$ cat src/shared/swfp_defs.vh
// Summary of operation
// - Bit 5 enables unknown-unicast port map
// - Bits 4-0 unicast map; 0 filters, ones floods
// - Bit 5 enables unknown non-IP multicast map
// - Multicast map: zero filters, bits select ports
// - Bit 5 enables unknown-VLAN-ID forwarding map
// - Unknown-VID map: zero filters, ones all five
// - Bit 5 enables unknown IP multicast map
// - IP multicast map: zero filters, ones floods
// - Bit 6 filters frames with own address
// - Self-address filtering applied at egress port
// - Own address is six bytes, one value
// - Drive strength loads from strap, upper inverted
// - Ingress period 00=16ms, 01=64ms, 1x=256ms
// - Bit 3 selects queue-based egress limiting
// - Bit 2 selects per-source-port PVID insertion
// - Read-only revision nibble, lower nibble reserved
// - Upper six TOS bits decode 64 entries
// - Code v priority at bits 2v+1:2v
// - Second map register holds codes 4 to 7
// - Priority 3 highest queue, 0 lowest
`ifndef SWFP_DEFS_VH
`define SWFP_DEFS_VH

`define SWFP_ADDR_MAC0 8'h68
`define SWFP_ADDR_MAC5 8'h6D
`define SWFP_ADDR_UUC 8'h83
`define SWFP_ADDR_UMC 8'h84
`define SWFP_ADDR_UVID 8'h85
`define SWFP_ADDR_SFIP 8'h86
`define SWFP_ADDR_RATE 8'h87
`define SWFP_ADDR_REV 8'h89
`define SWFP_ADDR_DSCP0 8'h90
`define SWFP_ADDR_DSCP1 8'h91

`define SWFP_BIT_FWD_EN 5
`define SWFP_BIT_SELF_FILT 6
`define SWFP_BIT_EGR_QUEUE 3
`define SWFP_BIT_PVID_SEL 2

`define SWFP_RST_MAC 48'h0010_A1FF_FFFF
`define SWFP_RST_RATE_PER 2'h1
`define SWFP_RST_MAP 6'h00
`define SWFP_RST_SFIP 7'h00
`define SWFP_RST_DSCP 16'h0000
`define SWFP_RST_DRV 2'h1
`define SWFP_RST_EGR 2'h0
`define SWFP_UUC_RSV 2'h2

`define SWFP_CLASS_UUC 2'h0
`define SWFP_CLASS_UMC 2'h1
`define SWFP_CLASS_UVID 2'h2
`define SWFP_CLASS_UIPMC 2'h3

`define SWFP_PER_16MS 16
`define SWFP_PER_64MS 64
`define SWFP_PER_256MS 256

`endif

$ cat src/rtl/swfp_regs.v
`timescale 1ns/1ns
`include "swfp_defs.vh"

module swfp_regs #(
    parameter [3:0] REV_ID = 4'h9 // Arbitrary value
) (
    input wire clk_sys,
    input wire rstn,
    input wire [7:0] reg_addr,
    input wire reg_wr,
    input wire reg_rd,
    input wire [7:0] reg_wdata,
    output reg [7:0] reg_rdata_q,
    output reg reg_rvalid_q,
    input wire strap_drive,
    input wire lkp_valid,
    input wire [1:0] lkp_class,
    input wire [47:0] lkp_da,
    output reg fwd_valid_q,
    output reg fwd_special_q,
    output reg [4:0] fwd_port_map_q,
    output reg self_drop_q,
    input wire tos_valid,
    input wire [7:0] tos_byte,
    output reg prio_valid_q,
    output reg [1:0] prio_q,
    output reg [1:0] drive_strength_q,
    output reg [1:0] ingress_period_q,
    output reg egress_queue_mode_q,
    output reg pvid_per_source_q
);

    reg [5:0] uuc_q;
    reg [5:0] uuc_d;
    reg [5:0] umc_q;
    reg [5:0] umc_d;
    reg [5:0] uvid_q;
    reg [5:0] uvid_d;
    reg [6:0] sfip_q;
    reg [6:0] sfip_d;
    reg [47:0] mac_q;
    reg [47:0] mac_d;
    reg [15:0] dscp_q;
    reg [15:0] dscp_d;
    reg [1:0] drv_q;
    reg [1:0] drv_d;
    reg [1:0] rate_q;
    reg [1:0] rate_d;
    reg [1:0] rate_per_q;
    reg [1:0] rate_per_d;
    reg strap_s1_q;
    reg strap_s2_q;
    reg strap_done_q;
    reg [7:0] rd_d;
    reg [5:0] sel_d;
    reg [4:0] map_d;
    reg self_hit_d;
    reg [1:0] prio_d;
    wire wr_uuc;
    wire wr_umc;
    wire wr_uvid;
    wire wr_sfip;
    wire wr_rate;
    wire wr_dscp0;
    wire wr_dscp1;
    wire wr_mac;
    wire [127:0] dscp_all;

    // Entries beyond code 7 live in other registers and read as zero here
    assign dscp_all = {112'h0, dscp_q};

    function [1:0] dscp_pick;
        input [127:0] tbl;
        input [5:0] code;
        begin
            dscp_pick = tbl[{code, 1'b0} +: 2];
        end
    endfunction

    function [7:0] mac_byte;
        input [47:0] mac;
        input [2:0] idx;
        begin
            mac_byte = mac[(3'd5 - idx) * 8 +: 8];
        end
    endfunction

    function [47:0] mac_put;
        input [47:0] mac;
        input [2:0] idx;
        input [7:0] val;
        begin
            mac_put = mac;
            mac_put[(3'd5 - idx) * 8 +: 8] = val;
        end
    endfunction

    function mac_sel;
        input [7:0] addr;
        begin
            mac_sel = (addr >= `SWFP_ADDR_MAC0) && (addr <= `SWFP_ADDR_MAC5);
        end
    endfunction

    // Disabled class forwards to no port specially
    function [4:0] fwd_map;
        input [5:0] ctrl;
        begin
            fwd_map = ctrl[`SWFP_BIT_FWD_EN] ? ctrl[4:0] : 5'h00;
        end
    endfunction

    // One write strobe per field group
    assign wr_uuc = reg_wr && (reg_addr == `SWFP_ADDR_UUC);
    assign wr_umc = reg_wr && (reg_addr == `SWFP_ADDR_UMC);
    assign wr_uvid = reg_wr && (reg_addr == `SWFP_ADDR_UVID);
    assign wr_sfip = reg_wr && (reg_addr == `SWFP_ADDR_SFIP);
    assign wr_rate = reg_wr && (reg_addr == `SWFP_ADDR_RATE);
    assign wr_dscp0 = reg_wr && (reg_addr == `SWFP_ADDR_DSCP0);
    assign wr_dscp1 = reg_wr && (reg_addr == `SWFP_ADDR_DSCP1);
    assign wr_mac = reg_wr && mac_sel(reg_addr);

    // Next values of the writable fields; read-only bits are never stored
    always @* begin
        uuc_d = uuc_q;
        umc_d = umc_q;
        uvid_d = uvid_q;
        sfip_d = sfip_q;
        rate_per_d = rate_per_q;
        rate_d = rate_q;
        dscp_d = dscp_q;
        mac_d = mac_q;
        if (wr_uuc) begin
            uuc_d = reg_wdata[5:0];
        end
        if (wr_umc) begin
            umc_d = reg_wdata[5:0];
        end
        if (wr_uvid) begin
            uvid_d = reg_wdata[5:0];
        end
        if (wr_sfip) begin
            sfip_d = reg_wdata[6:0];
        end
        if (wr_rate) begin
            rate_per_d = reg_wdata[5:4];
            rate_d = reg_wdata[`SWFP_BIT_EGR_QUEUE:`SWFP_BIT_PVID_SEL];
        end
        if (wr_dscp0) begin
            dscp_d[7:0] = reg_wdata;
        end
        if (wr_dscp1) begin
            dscp_d[15:8] = reg_wdata;
        end
        if (wr_mac) begin
            mac_d = mac_put(mac_q, reg_addr[2:0], reg_wdata);
        end
    end

    // Strap taken once, at the first edge after reset; a write overrides it
    always @* begin
        drv_d = drv_q;
        if (!strap_done_q) begin
            drv_d = {~strap_s2_q, strap_s2_q};
        end
        if (wr_umc) begin
            drv_d = reg_wdata[7:6];
        end
    end

    // Not reset, so the strap level has passed both stages by release
    always @(posedge clk_sys) begin
        strap_s1_q <= strap_drive;
        strap_s2_q <= strap_s1_q;
    end

    always @(posedge clk_sys or negedge rstn) begin
        if (!rstn) begin
            uuc_q <= `SWFP_RST_MAP;
            umc_q <= `SWFP_RST_MAP;
            uvid_q <= `SWFP_RST_MAP;
            sfip_q <= `SWFP_RST_SFIP;
            mac_q <= `SWFP_RST_MAC;
            dscp_q <= `SWFP_RST_DSCP;
            drv_q <= `SWFP_RST_DRV;
            rate_q <= `SWFP_RST_EGR;
            rate_per_q <= `SWFP_RST_RATE_PER;
            strap_done_q <= 1'b0;
        end else begin
            uuc_q <= uuc_d;
            umc_q <= umc_d;
            uvid_q <= uvid_d;
            sfip_q <= sfip_d;
            mac_q <= mac_d;
            dscp_q <= dscp_d;
            drv_q <= drv_d;
            rate_q <= rate_d;
            rate_per_q <= rate_per_d;
            strap_done_q <= 1'b1;
        end
    end

    // Read mux; reserved bits show their fixed values
    always @* begin
        rd_d = 8'h00;
        case (reg_addr)
            `SWFP_ADDR_UUC: rd_d = {`SWFP_UUC_RSV, uuc_q};
            `SWFP_ADDR_UMC: rd_d = {drv_q, umc_q};
            `SWFP_ADDR_UVID: rd_d = {2'h0, uvid_q};
            `SWFP_ADDR_SFIP: rd_d = {1'b0, sfip_q};
            `SWFP_ADDR_RATE: rd_d = {2'h0, rate_per_q, rate_q, 2'h0};
            `SWFP_ADDR_REV: rd_d = {REV_ID, 4'h0};
            `SWFP_ADDR_DSCP0: rd_d = dscp_q[7:0];
            `SWFP_ADDR_DSCP1: rd_d = dscp_q[15:8];
            default: begin
                if (mac_sel(reg_addr)) begin
                    rd_d = mac_byte(mac_q, reg_addr[2:0]);
                end
            end
        endcase
    end

    // Port map and enable of the looked-up class
    always @* begin
        case (lkp_class)
            `SWFP_CLASS_UUC: sel_d = uuc_q;
            `SWFP_CLASS_UMC: sel_d = umc_q;
            `SWFP_CLASS_UVID: sel_d = uvid_q;
            `SWFP_CLASS_UIPMC: sel_d = sfip_q[5:0];
            default: sel_d = 6'h00;
        endcase
    end

    // Bit n-1 is port n
    always @* begin
        map_d = fwd_map(sel_d);
    end

    always @* begin
        self_hit_d = sfip_q[`SWFP_BIT_SELF_FILT] && (lkp_da == mac_q);
    end

    always @* begin
        prio_d = dscp_pick(dscp_all, tos_byte[7:2]);
    end

    // Register port answer
    always @(posedge clk_sys or negedge rstn) begin
        if (!rstn) begin
            reg_rdata_q <= 8'h00;
            reg_rvalid_q <= 1'b0;
        end else begin
            reg_rvalid_q <= reg_rd;
            if (reg_rd) begin
                reg_rdata_q <= rd_d;
            end
        end
    end

    // Lookup answer, held until the next lookup
    always @(posedge clk_sys or negedge rstn) begin
        if (!rstn) begin
            fwd_valid_q <= 1'b0;
            fwd_special_q <= 1'b0;
            fwd_port_map_q <= 5'h00;
            self_drop_q <= 1'b0;
        end else begin
            fwd_valid_q <= lkp_valid;
            if (lkp_valid) begin
                fwd_special_q <= sel_d[`SWFP_BIT_FWD_EN];
                fwd_port_map_q <= map_d;
                self_drop_q <= self_hit_d;
            end
        end
    end

    // Priority answer, held until the next request
    always @(posedge clk_sys or negedge rstn) begin
        if (!rstn) begin
            prio_valid_q <= 1'b0;
            prio_q <= 2'h0;
        end else begin
            prio_valid_q <= tos_valid;
            if (tos_valid) begin
                prio_q <= prio_d;
            end
        end
    end

    // Configuration copies, one cycle behind their fields
    always @(posedge clk_sys or negedge rstn) begin
        if (!rstn) begin
            drive_strength_q <= `SWFP_RST_DRV;
            ingress_period_q <= `SWFP_RST_RATE_PER;
            egress_queue_mode_q <= 1'b0;
            pvid_per_source_q <= 1'b0;
        end else begin
            drive_strength_q <= drv_q;
            ingress_period_q <= rate_per_q;
            egress_queue_mode_q <= rate_q[1];
            pvid_per_source_q <= rate_q[0];
        end
    end

endmodule // swfp_regs

$ cat config.mk
export PLATFORM = sky130hd
export DESIGN_NAME = swfp_regs
export DESIGN_NICKNAME = d
export VERILOG_FILES = /design/src/rtl/swfp_regs.v
export VERILOG_INCLUDE_DIRS = /design/src /design/src/shared
export SDC_FILE = /design/constraint.sdc
export NUM_CORES = 1
export LEC_CHECK = 0
export BUFFER_PORTS_ARGS = -buffer_cell sky130_fd_sc_hd__buf_2
export CORE_MARGIN = 3
export CORE_UTILIZATION = 30
export CTS_BUF_LIST = sky130_fd_sc_hd__clkbuf_16
export CTS_CLUSTER_DIAMETER = 80
export DETAILED_ROUTE_END_ITERATION = 8
export PLACE_DENSITY = 0.57
export SYNTH_ARGS = -nofsm -noshare
export SYNTH_HDL_FRONTEND = slang
export SYNTH_SLANG_ARGS = --single-unit
$ cat constraint.sdc
create_clock -name clk_sys -period 1.3 [get_ports clk_sys]
set_input_delay 0.065 -clock clk_sys [delete_from_list [all_inputs] [get_ports clk_sys]]
set_output_delay 0.065 -clock clk_sys [all_outputs]
set_load 0.005 [all_outputs]
[After elaboration in Yosys (flattened, before gate mapping)]
Index checks and enable logic that the tools add are counted.
Widths: inputs -> output; s select.
Storage, ports and cells
  flip-flop bits (word level): 124
  input bits: 81
  output and inout bits: 26
Operators by class
  add/subtract/negate cells: 2
  order comparisons: 2
  eq/ne operators: 13
  shift-type cells: 4
  mux-type cells: 7
  bitwise logic cells: 1
  reductions and logical operators: 11
Operators with widths (number)
  $shiftx 128x8->2: 1
  $eq 8x8->1 const B: 8
  $pmux 8 s8: 1
  $bwmux 48: 1
  $eq 48x48->1: 1
  $shift 8x34->48 const A: 1
  $shiftx 48x33->8: 1
  $shiftx 8x34->48: 1
  $neg 32->34: 1
  $pmux 6 s4: 1
  $logic_and 1x1->1: 10
  $ge 8x7->1 const B: 1
  $le 8x7->1 const B: 1
  $mux 8: 1
  $mux 5: 1
  $eq 2x2->1 const B: 2
  $mux 2: 2
  $sub 3x3->4 const A: 1
  $eq 2x1->1 const B: 1
  $logic_not 2->1: 1
  $ne 2x1->1 const B: 1
  $not 1->1: 1

[Longest topological paths before layout]
  word-level depth: 4
  gate-level depth with buffers: 11

[Least setup slack after synthesis]
Ideal clock, no wire load.
  path type: input to register
  start: in reg_addr[0]
  end: reg mac_q[0]
  setup time: 0.082 ns
  arrival: 2.411 ns
  required time: 1.218 ns
  setup slack: -1.193 ns
  stages: 9
  path buffers: 2
  cells stage by stage: buf_2 buf_2 nand2_1 ha_1 nand2_1 nor4b_2 o2111ai_2 nor4_4 mux2_2
On the way
  cells in the longest elaborated chain, start to end: 4
  elaborated cells between the ends (all ways): 9
  classes of those cells: add/sub: 2; order compare: 2; shift: 2; mux: 1; reduce/logical: 2
RTL lines
  start, declared: line swfp_regs.v:9  | input wire [7:0] reg_addr,
  $sub 3x3->4: line swfp_regs.v:94  | mac_put[(3'd5 - idx) * 8 +: 8] = val;
  $neg 32->34: line swfp_regs.v:94
  $shiftx 8x34->48 / $shift 8x34->48 (equally long branches): line swfp_regs.v:94
  $bwmux 48: line swfp_regs.v:94
  end signal, assigned: line swfp_regs.v:183  | mac_q <= `SWFP_RST_MAC;
  end signal, assigned: line swfp_regs.v:194  | mac_q <= mac_d;
  end, declared: line swfp_regs.v:41  | reg [47:0] mac_q;
Parallel ways exist; a longest one is shown, timed or not.
A chain may end at the register's enable or synchronous reset.

[Final worst setup path]
  start: in reg_addr[1]
  end: reg mac_q[37]
The elaborated chain is that of the path after synthesis.

==> results.sh <==
export IMPL_status="complete, but fails checks"
export IMPL_die_width_um=154
export IMPL_numPortBuffers=104
export IMPL_drt_pass1_iterations=5
export IMPL_overflow=0
export IMPL_worstSetupPathType="primary input to register"
export IMPL_ys_seq_area_share_pct=47.4
export IMPL_rows=53
export IMPL_period_minus_slack_ns=2.06
export IMPL_htreeDepth=4
export IMPL_p_leak_nw=4.44
export IMPL_pin_count=107
export IMPL_cts_made_buffers=17
export IMPL_routed_via_density=5.05
export IMPL_setup_viol=60
export IMPL_violations="negative setup slack"
export IMPL_cp_max_fo=8
export IMPL_pwr_density_cell_nw_per_um2=1070
export IMPL_yosysWarnings=0
export IMPL_drt_iter0_markers=405
export IMPL_max_clock_path_buffers=2
export IMPL_end_kind="register"
export IMPL_die_h_um=154
export IMPL_fmax_ghz=0.485
export IMPL_grt_usage_pct=18.7
export IMPL_final_nets=906
export IMPL_wl_um=22100
export IMPL_drv_cap=0
export IMPL_post_route_period_util_pct=159
export IMPL_fin_util_pct=46.5
export IMPL_fill_cells=1968
export IMPL_vias=5540
export IMPL_wl_per_cell_um=20.2
export IMPL_grt_setup_unrepaired="yes"
export IMPL_diodes=0
export IMPL_core_area_um2=21400
export IMPL_clk_latency_ns=0.42
export IMPL_async_flop_share_pct=98.4
export IMPL_synth_cell_area_um2=6610
export IMPL_dp_slack_ns=-1.29
export IMPL_crit_arrival_ns=2.40
export IMPL_ir_worst_vdd_mv=0.656
export IMPL_drv_slew=0
export IMPL_synth_edf_count=0
export IMPL_dp_hpwl_um=16200
export IMPL_clkSinkCount=124
export IMPL_start_util_pct=30.9
export IMPL_grt_pass1_wl_um=33800
export IMPL_syn2layout_area_growth_pct=50.2
export IMPL_syn_nets=662
export IMPL_syn_instance_count=565
export IMPL_gp_congestion=0.868
export IMPL_ys_dominant_reg_cell="dfrtp_1"
export IMPL_total_power_w=0.0106
export IMPL_final_antenna_net_count=0
export IMPL_cts_root_buf="clkbuf_16"
export IMPL_die_area_um2=23800
export IMPL_path_clk_slew_ns=0.05
export IMPL_grt_max_degree=55
export IMPL_synth_area_per_cell_um2=11.7
export IMPL_antenna_found_initial=0
export IMPL_clock_skew_ns=0.00755
export IMPL_crit_path_start_kind="primary input"
export IMPL_ys_ff_latch=124
export IMPL_yosysUniqueCellTypes=57
export IMPL_drc=0
export IMPL_setup_slack_ns=-0.761
export IMPL_required_ns=1.64
export IMPL_hold_viol=0
export IMPL_min_path_type="primary input to register"
export IMPL_grt_pass1_vias=5755
export IMPL_drive_above_1_share_pct=59.0
export IMPL_cts_tree="yes"
==> path summary, 6_finish.rpt <==
check / startpoint / end / slack (ns) / cells after the start
max: reg_addr[1] / mac_q[37] / -0.76 / 13
min: lkp_da[45] / self_drop_q / 0.04 / 4
max reg2reg: mac_q[7] / self_drop_q / -0.33 / 6
min reg2reg: strap_s1_q / strap_s2_q / 0.33 / 0
max in group asynchronous: rstn / mac_q[19] / 0.57 / 3
min in group asynchronous: rstn / dscp_q[13] / 0.09 / 2
==> Yosys cell counts, drive strengths merged, types with 4 or more instances <==
cell / instances / share of area (%)
dfrtp: 90 / 34
mux2: 70 / 12
nand2: 53 / 3.0
o21ai: 37 / 2.8
xnor2: 33 / 4.4
dfstp: 32 / 13
nor2: 29 / 1.6
inv: 18 / 1.0
mux4: 18 / 6.1
ha: 15 / 2.8
mux2i: 15 / 2.3
clkbuf: 13 / 0.76
a22oi: 12 / 1.4
nand3: 12 / 1.1
xor2: 12 / 1.6
o22ai: 10 / 0.95
buf: 9 / 0.76
nand4: 9 / 0.85
nor4: 9 / 1.1
nand2b: 8 / 0.76
a31oi: 5 / 0.47
o2111ai: 5 / 0.76
a211oi: 4 / 0.45
a21oi: 4 / 0.30
nor2b: 4 / 0.38
nor4b: 4 / 0.85
==> registers in the layout (all words and copies together) (netlist names), 5 cells and up <==
| register | flops |
|---|---|
| dscp_q | 16 |
| fwd_port_map_q | 5 |
| mac_q | 48 |
| reg_rdata_q | 8 |
| sfip_q | 7 |
| umc_q | 6 |
| uuc_q | 6 |
| uvid_q | 6 |
==> per-stage QoR <==
step                instances  setup TNS, ns  instance area [um2]  hold slack, ns
finish                   1097         -27.47                 9920          0.0416
global route             1097         -32.24                 9920          0.0410
CTS                      1091         -27.36                 9710          0.0283
detailed placement       1038         -79.38                 8450         -0.0226
global placement         1038         -77.34                 8450         -0.0237
floorplan                 565         -45.62                 6790          -0.231
==> cell usage in the layout (no fill, tap or decap), types with 12 or more instances in the layout <==
cell type and n:
a22oi_1 12, buf_2 100, buf_4 110, buf_6 14, clkbuf_16 17, dfrtp_1 90, dfstp_2 32, dlygate4sd3_1 14
inv_1 15, mux2_2 53, mux2_4 17, mux2i_1 15, mux4_2 18, nand2_1 36, nand2_2 14, nor2_1 24
o21ai_2 21, xnor2_1 28, xor2_1 12
==> kinds of logic after synthesis <==
| family | share of synthesized area [%] |
|---|---|
| compound gates | 8.81 |
| xor+xnor | 5.97 |
| fa+ha+maj | 3.14 |
| buf+inv | 2.54 |
| flops | 47.4 |
| mux | 20.3 |
| other cells | 0.0568 |
| simple gates | 11.7 |
==> area by class of cell <==
cell class,count,area [um2],share of cell area (%)
Inverter,18,71.3,0.719
Clock inverter,15,223,2.24
Timing Repair Buffer,247,1810,18.3
Tap cell,275,344,3.47
Clock buffer,17,425,4.29
Multi-Input combinational cell,401,3920,39.5
Sequential cell,124,3130,31.6
==> routing by layer <==
metal,up-vias,routed length [um],track usage (%)
li1,2568,-,-
met1,2742,10100,25.5
met2,202,10200,29.3
met3,28,1350,5.32
met4,0,416,4.96
met5,-,0,0
==> critical path: stages <==
cell and delay, ns:
buf_8 0.08, clkinvlp_4 0.12, buf_4 0.16, ha_1 0.20, nand2_2 0.10, inv_1 0.06, ha_2 0.19, nor4b_4 0.28
and3_4 0.24, o2111ai_4 0.16, buf_6 0.17, or3_4 0.44, o21ai_1 0.15
==> repair_timing <==
| item | in CTS | in global routing |
|---|---|---|
| pin swaps | 37 | 30 |
| endpoints found under the hold margin | 106 | 0 |
| setup buffers | 7 | 6 |
| gates cloned | 1 | 0 |
| setup endpoints to repair | 77 | 69 |
| resized for setup | 109 | 42 |
| hold buffers | 14 | 0 |
==> power breakdown <==
group | internal, W | switching [W]
clock network | 0.00339 | 0.00181
logic | 0.000671 | 0.000691
registers | 0.00399 | 0.0000829
Power figures use the tool's default switching activity.
